## src/rtl/strap_decode_pkg.sv

```systemverilog
package strap_decode_pkg;
  // gain-select pin codes
  localparam logic [1:0] GAIN_CODE_LOW = 2'h0;
  localparam logic [1:0] GAIN_CODE_MID = 2'h1;
  localparam logic [1:0] GAIN_CODE_HIGH = 2'h2;
  localparam logic [1:0] GAIN_CODE_REG = 2'h3;
  // analog stage gain in tenths of a dBV
  localparam logic [7:0] ANA_GAIN_LOW = 8'hc0;
  localparam logic [7:0] ANA_GAIN_MID = 8'he2;
  localparam logic [7:0] ANA_GAIN_HIGH = 8'hfa;
  // digital path figures in tenths of a dB
  localparam logic [7:0] BOOST_HW = 8'h3c;
  localparam logic [7:0] VOLUME_HW = 8'h00;
  localparam logic [7:0] GAIN_RESET = 8'h00;
  // control port lines rest high while the pins keep their strap meanings
  localparam logic CTL_LINE_IDLE = 1'h1;
  // output stage states, one-hot
  typedef enum logic [2:0] {
    STAGE_OFF = 3'h1,
    STAGE_SLEEP = 3'h2,
    STAGE_RUN = 3'h4
  } stage_type;
endpackage

```

## src/rtl/gain_code_decoder.sv

```systemverilog
`timescale 1ns/1ps
module gain_code_decoder
  import strap_decode_pkg::*;
(
  input wire logic [1:0] gainCode,
  output logic regMode,
  output logic [7:0] anaGain
);
  always_comb begin
    regMode = 1'h0;
    case (gainCode)
      GAIN_CODE_LOW: anaGain = ANA_GAIN_LOW;
      GAIN_CODE_MID: anaGain = ANA_GAIN_MID;
      GAIN_CODE_HIGH: anaGain = ANA_GAIN_HIGH;
      default: begin
        anaGain = ANA_GAIN_HIGH;
        regMode = 1'h1;
      end
    endcase
  end
endmodule

```

## src/rtl/strap_mode_gain_decoder.sv

```systemverilog
// Summary of operation
// - in hardware mode a high bridge-mode pin selects parallel bridge mode driving one speaker.
// - in hardware mode a low bridge-mode pin selects stereo bridge mode with two channels.
// - in parallel bridge mode the combined amplifier takes the right-channel sample, except in register mode with regRightChannelSel low, where it takes the left.
// - in hardware mode a high sleep pin moves the output stage to non-switching high impedance.
// - during sleep the signal-path blocks keep running for a fast resume.
// - gain code 11 leaves hardware mode and enters register control mode.
// - in hardware mode the digital volume stays fixed at unity gain.
// - in hardware mode the digital boost is a fixed +6 dB for every gain code.
// - gain code 00 selects 19.2 dBV and code 01 selects 22.6 dBV of analog gain.
// - a low shutdown pin enters shutdown and a high one leaves it.
// - in register mode the bridge and frequency pins become the control port clock and data.
`timescale 1ns/1ps
module strap_mode_gain_decoder
  import strap_decode_pkg::*;
#(
  parameter int SAMPLE_WIDTH = 24
) (
  input wire logic sys_clk,
  input wire logic rst,
  input wire logic bridgeModeClockPin,
  input wire logic switchFreqDataPin,
  input wire logic sleepAddressPin,
  input wire logic gainSelectHighPin,
  input wire logic gainSelectLowPin,
  input wire logic ampShutdownPin_n,
  input wire logic [SAMPLE_WIDTH-1:0] leftSample,
  input wire logic [SAMPLE_WIDTH-1:0] rightSample,
  input wire logic sampleValid,
  input wire logic regParallelMode,
  input wire logic regRightChannelSel,
  input wire logic [7:0] regAnaGain,
  input wire logic [7:0] regBoost,
  input wire logic [7:0] regVolume,
  output logic registerMode,
  output logic parallelBridgeMode,
  output logic controlClock,
  output logic controlData,
  output logic outputSwitching,
  output logic outputHighZ,
  output logic signalPathActive,
  output logic shutdown,
  output logic [7:0] analogStageGain,
  output logic [7:0] digitalBoost,
  output logic [7:0] digitalVolume,
  output logic [SAMPLE_WIDTH-1:0] ampSampleA,
  output logic [SAMPLE_WIDTH-1:0] ampSampleB,
  output logic ampSampleValid
);
  // ****************************************
  // stage decode
  // ****************************************
  // the stage flags travel as one registered word so every output pin is a plain flop bit
  typedef struct packed {
    logic switching;
    logic highZ;
    logic pathOn;
    logic off;
  } stage_pins_type;

  // one decode serves the reset value and the running value, so the pins never disagree with the stage
  function automatic stage_pins_type stage_pins(input stage_type s);
    stage_pins_type p;
    p.switching = (s == STAGE_RUN);
    p.highZ = (s != STAGE_RUN);
    p.pathOn = (s != STAGE_OFF);
    p.off = (s == STAGE_OFF);
    return p;
  endfunction

  logic hwRegMode;
  logic [7:0] hwAnaGain;
  logic regMode_q, regMode_d, parallel_q, parallel_d, ctlClk_q, ctlClk_d, ctlDat_q, ctlDat_d;
  logic [7:0] ana_q, ana_d, boost_q, boost_d, vol_q, vol_d;
  stage_type stage_q, stage_d;
  stage_pins_type pins_q, pins_d;
  logic [SAMPLE_WIDTH-1:0] sampA_q, sampA_d, sampB_q, sampB_d;
  logic sampV_q, sampV_d;

  gain_code_decoder u_gain (
    .gainCode({gainSelectHighPin, gainSelectLowPin}),
    .regMode(hwRegMode),
    .anaGain(hwAnaGain)
  );

  // ****************************************
  // mode and gain selection
  // ****************************************
  always_comb begin
    regMode_d = hwRegMode;
    if (hwRegMode) begin
      // register values replace every strap meaning
      parallel_d = regParallelMode;
      ana_d = regAnaGain;
      boost_d = regBoost;
      vol_d = regVolume;
    end else begin
      parallel_d = bridgeModeClockPin;
      ana_d = hwAnaGain;
      boost_d = BOOST_HW;
      vol_d = VOLUME_HW;
    end
  end

  // gains rest at zero through reset so nothing is amplified before the pins have been read
  always_ff @(posedge sys_clk) begin
    if (rst) begin
      regMode_q <= 1'h0;
      parallel_q <= 1'h0;
      ana_q <= GAIN_RESET;
      boost_q <= GAIN_RESET;
      vol_q <= GAIN_RESET;
    end else begin
      regMode_q <= regMode_d;
      parallel_q <= parallel_d;
      ana_q <= ana_d;
      boost_q <= boost_d;
      vol_q <= vol_d;
    end
  end

  // ****************************************
  // control port lines
  // ****************************************
  // outside register mode the lines rest at the idle level of the control bus
  always_comb begin
    ctlClk_d = CTL_LINE_IDLE;
    ctlDat_d = CTL_LINE_IDLE;
    if (hwRegMode) begin
      ctlClk_d = bridgeModeClockPin;
      ctlDat_d = switchFreqDataPin;
    end
  end

  always_ff @(posedge sys_clk) begin
    if (rst) begin
      ctlClk_q <= CTL_LINE_IDLE;
      ctlDat_q <= CTL_LINE_IDLE;
    end else begin
      ctlClk_q <= ctlClk_d;
      ctlDat_q <= ctlDat_d;
    end
  end

  // ****************************************
  // output stage power state
  // ****************************************
  // shutdown outranks sleep; sleep is a strap meaning and so has no effect in register mode
  always_comb begin
    case (stage_q)
      STAGE_OFF, STAGE_SLEEP, STAGE_RUN: begin
        if (!ampShutdownPin_n) stage_d = STAGE_OFF;
        else if (sleepAddressPin && !hwRegMode) stage_d = STAGE_SLEEP;
        else stage_d = STAGE_RUN;
      end
      default: stage_d = STAGE_OFF;
    endcase
    pins_d = stage_pins(stage_d);
  end

  always_ff @(posedge sys_clk) begin
    if (rst) begin
      stage_q <= STAGE_OFF;
      pins_q <= stage_pins(STAGE_OFF);
    end else begin
      stage_q <= stage_d;
      pins_q <= pins_d;
    end
  end

  // ****************************************
  // sample routing to the two amplifier halves
  // ****************************************
  // routing follows the registered mode, one cycle behind the pins, so a mode change never splits a pair
  always_comb begin
    sampV_d = sampleValid && pins_q.pathOn;
    sampA_d = sampA_q;
    sampB_d = sampB_q;
    if (sampleValid) begin
      if (parallel_q) begin
        // a source that inverts its frame clock puts its wanted channel in this slot
        sampA_d = (regMode_q && !regRightChannelSel) ? leftSample : rightSample;
        sampB_d = sampA_d;
      end else begin
        sampA_d = leftSample;
        sampB_d = rightSample;
      end
    end
  end

  always_ff @(posedge sys_clk) begin
    if (rst) begin
      sampA_q <= '0;
      sampB_q <= '0;
      sampV_q <= 1'h0;
    end else begin
      sampA_q <= sampA_d;
      sampB_q <= sampB_d;
      sampV_q <= sampV_d;
    end
  end

  // ****************************************
  // outputs
  // ****************************************
  // every output is a flop; sleep keeps the signal path alive and only shutdown stops it
  assign registerMode = regMode_q;
  assign parallelBridgeMode = parallel_q;
  assign controlClock = ctlClk_q;
  assign controlData = ctlDat_q;
  assign outputSwitching = pins_q.switching;
  assign outputHighZ = pins_q.highZ;
  assign signalPathActive = pins_q.pathOn;
  assign shutdown = pins_q.off;
  assign analogStageGain = ana_q;
  assign digitalBoost = boost_q;
  assign digitalVolume = vol_q;
  assign ampSampleA = sampA_q;
  assign ampSampleB = sampB_q;
  assign ampSampleValid = sampV_q;
endmodule

```

## config.mk

```make
export PLATFORM = sky130hd
export DESIGN_NAME = strap_mode_gain_decoder
export DESIGN_NICKNAME = d
export VERILOG_FILES = /design/src/rtl/strap_decode_pkg.sv /design/src/rtl/gain_code_decoder.sv /design/src/rtl/strap_mode_gain_decoder.sv
export SDC_FILE = /design/constraint.sdc
export NUM_CORES = 1
export LEC_CHECK = 0
export ABC_CLOCK_PERIOD_IN_PS = 1450
export BUFFER_PORTS_ARGS = -buffer_cell sky130_fd_sc_hd__buf_2
export CAP_MARGIN = 20
export CORE_MARGIN = 2
export CORE_UTILIZATION = 45
export DETAILED_ROUTE_END_ITERATION = 10
export PLACE_DENSITY = 0.88
export SYNTH_ARGS = -nofsm -noshare
export SYNTH_HDL_FRONTEND = slang
export SYNTH_SLANG_ARGS = --single-unit
```

## constraint.sdc

```tcl
create_clock -name sys_clk -period 1.45 [get_ports sys_clk]
set_input_delay 0.145 -clock sys_clk [delete_from_list [all_inputs] [get_ports sys_clk]]
set_output_delay 0.145 -clock sys_clk [all_outputs]
set_load 0.01 [all_outputs]
```

==> flow_summary.yaml <==
run_status:
  outcome: "finished clean"
worst_setup_path:
  crit_path_top_delay_cell: "dfxtp_1"
  cp-end-kind: "output pin"
  worstPathRequired_ns: 1.31
  startpoint: "parallelBridgeMode"
  crit_buf_inv: 2
  path_max_fanout: 14
  worstPathArrival_ns: 1.15
  start_kind: "flop"
  max_stage_delay_ns: 0.40
  timing.rr.start: "parallelBridgeMode"
  crit_family: "buffers and inverters"
  crit_type: "reg -> out"
  crit_chain: "buf_4 > buf_2"
clock_network:
  clock-root-buffer: "clkbuf_8"
  clock_latency_ns: 0.35
  h-tree-depth: 3
  numCtsBuffers: 9
  path_clk_slew_ns: 0.08
  clock_path_buffers: 2
  cts.sinks: 84
  cts_tree: "done"
  cts_setup_buffers: 0
route:
  drt_wl_total_mm: 9.85
  drc: 0
  post_drt_via_cell_ratio: 5.19
  firstDrtPassIters: 4
  drt_iter0_markers: 183
  drtAntennaViolNets: 0
  via_count: 3395
  wl_per_cell_um: 15.1
finish:
  final_nets: 637
  areaGrowthSynthToFinish_pct: 38.2
  drive_gt1_share_pct: 43.1
  final_cell_area_um2: 4790
  n_antenna_cell: 0
  fin_cells: 654
  fillCellCount: 599
grt:
  grt_pass1_wl_mm: 15.6
  grt_max_degree: 50
  grtUsageMet1_pct: 26.8
  grt_pass1_vias: 3401
  grt_antenna_before_repair: 1
  grt_overflow: 0
  met2_usage_pct: 40.6
  gr-max-usage-layer: "met2"
  met3_usage_pct: 7.15
  grtUsageTotal_pct: 23.2
sta:
  relSlewSlack_pct: 71.5
  fin_crit_sh_pct: 89.2
  rsz0062_at_grt: "false"
  setup_violations: 0
  setup_tns_ns: 0
  worst_pin_slew_ns: 0.426
  max_clock_freq_ghz: 0.773
  hold_viol_final: 0
  slew_viol_final: 0
  fin_worst_skew_ns: 0.00962
  fin_crit_ns: 1.29
floorplanning:
  initial_core_util_pct: 47.0
  die_h_um: 91.7
  core_um2: 7370
  die_width_um: 91.7
  io_pins: 164
  die-area_um2: 8420
  fp-row-count: 31
yosys:
  synth_seq_cells: 84
  avgSynthCellArea_um2: 9.21
  synth_top_flop_cell: "dfxtp_1"
  synth_nets: 463
  netlist_area_um2: 3460
  synth_most_common_cell: "dfxtp_1"
  ys_seq_area_share_pct: 48.5
  yosys-top-cells-count: "dfxtp_1, nor2_1, nand2_1"
  yosysUniqueCellTypes: 30
  synth_edf_count: 0
  ys.warnings.count: 0
  yosysTopAreaCell: "dfxtp_1"
  synth_top_area_share_pct: 48.5
  async_flop_share_pct: 0
  synth_cells: 376
  synth.area.top_cells: "dfxtp_1, a311oi_2, a311oi_1"
power_and_ir_drop:
  p_total_mw: 5.27
  vdd_drop_max_uv: 728
  powerDensity_nw_per_um2: 1100
  power_leakage_nw: 2.23
placed_design:
  place_area_um2: 4390
  gp_congestion: 0.873
  port_buffers: 163
  dp_cells: 622
  dpl.hpwl_mm: 7.02
flow_run:
  drv_cap: 0
hold_path:
  worstHoldStart: "regBoost[7]"
  hp-class: "in -> reg"
==> flip-flops by register name, indices dropped and copies added, names as in the netlist <==
name                cells
parallelBridgeMode      1
ampSampleValid          1
digitalVolume           8
registerMode            1
controlClock            1
outputHighZ             1
shutdown                1
outputSwitching         1
ampSampleA             24
controlData             1
digitalBoost            8
signalPathActive        1
ampSampleB             24
stage_q                 3
analogStageGain         8
==> layer usage <==
layer | wire length (um) | share of wire (%)
met5 | 0 | 0
met4 | 160 | 1.6
met3 | 872 | 8.8
met2 | 4910 | 50
met1 | 3910 | 40
==> what timing repair did <==
| item | in CTS | in global routing |
|---|---|---|
| endpoints found under the hold margin | 16 | 0 |
| hold buffers | 16 | 0 |
| gates resized for setup | 0 | 0 |
==> per-stage QoR <==
stage,setup WS [ns],utilization (%),hold slack [ns]
after detailed placement,0.190,59.6,0.331
final,0.157,65.0,0.0187
after floorplan,0.155,-,0.240
after CTS,0.125,65.0,0.00827
after global routing,0.0486,65.0,0.0238
after global placement,0.292,59.6,0.326
==> power breakdown <==
part,switching (mW),internal (mW)
Combinational,0.457,0.388
Sequential,0.0684,2.46
Clock,0.830,1.07
Total,1.36,3.92
==> cells by family (layout without fill, tap and decap cells) <==
kind of cell    Yosys count  in the layout  synth area share [%]
compound gates           85             85                  21.3
simple gates            155            155                  21.4
fa+ha+maj                 4              4                  1.44
mux                       1              1                 0.289
flops                    84             84                  48.5
xor+xnor                  1              1                 0.253
buf+inv                  46            225                  6.79
==> layout make-up <==
| class | count | area [um^2] | share of cell area, % |
|---|---|---|---|
| Sequential cell | 84 | 1680 | 35.1 |
| Multi-Input combinational cell | 246 | 1550 | 32.3 |
| Timing Repair Buffer | 198 | 1160 | 24.2 |
| Clock buffer | 11 | 151 | 3.16 |
| Tap cell | 99 | 124 | 2.59 |
| Clock inverter | 5 | 83.8 | 1.75 |
| Inverter | 11 | 41.3 | 0.862 |
==> cell usage in the layout (no fill, tap or decap) <==
master         netlist  layout
nand3_1             24      24
o2111ai_1            2       2
xor2_1               1       1
buf_12               2       3
and3_1               1       1
a21oi_1             10      10
and2_1              14      14
dlygate4sd3_1        0      16
or3_1                1       1
inv_1               11      11
a311oi_1            28      28
and3b_1              1       1
dfxtp_1             84      84
nand2_2             20      20
o21ai_0             22      22
nor2_1              53      53
nor3_2               1       1
ha_1                 4       4
mux2i_1              1       1
and2b_1              1       1
nor2b_1              3       3
buf_4                1      17
nand3b_1             1       1
buf_2               13     162
a311oi_2            20      20
nand2_1             30      30
o21ai_1              3       3
nand2b_1             5       5
bufinv_16            0       2
clkbuf_8             0      11
clkinvlp_4           0       2
clkinv_4             0       1
==> final timing paths <==
check	endpoint	slack, ns	depth (start not counted)
worst max-delay path	parallelBridgeMode	0.16	2
worst min-delay path	digitalBoost[7]	0.02	2
worst max register to register	ampSampleB[16]	0.20	4
worst min register to register	ampSampleA[2]	0.49	2
Note: power is estimated with default switching activity, not from simulation.
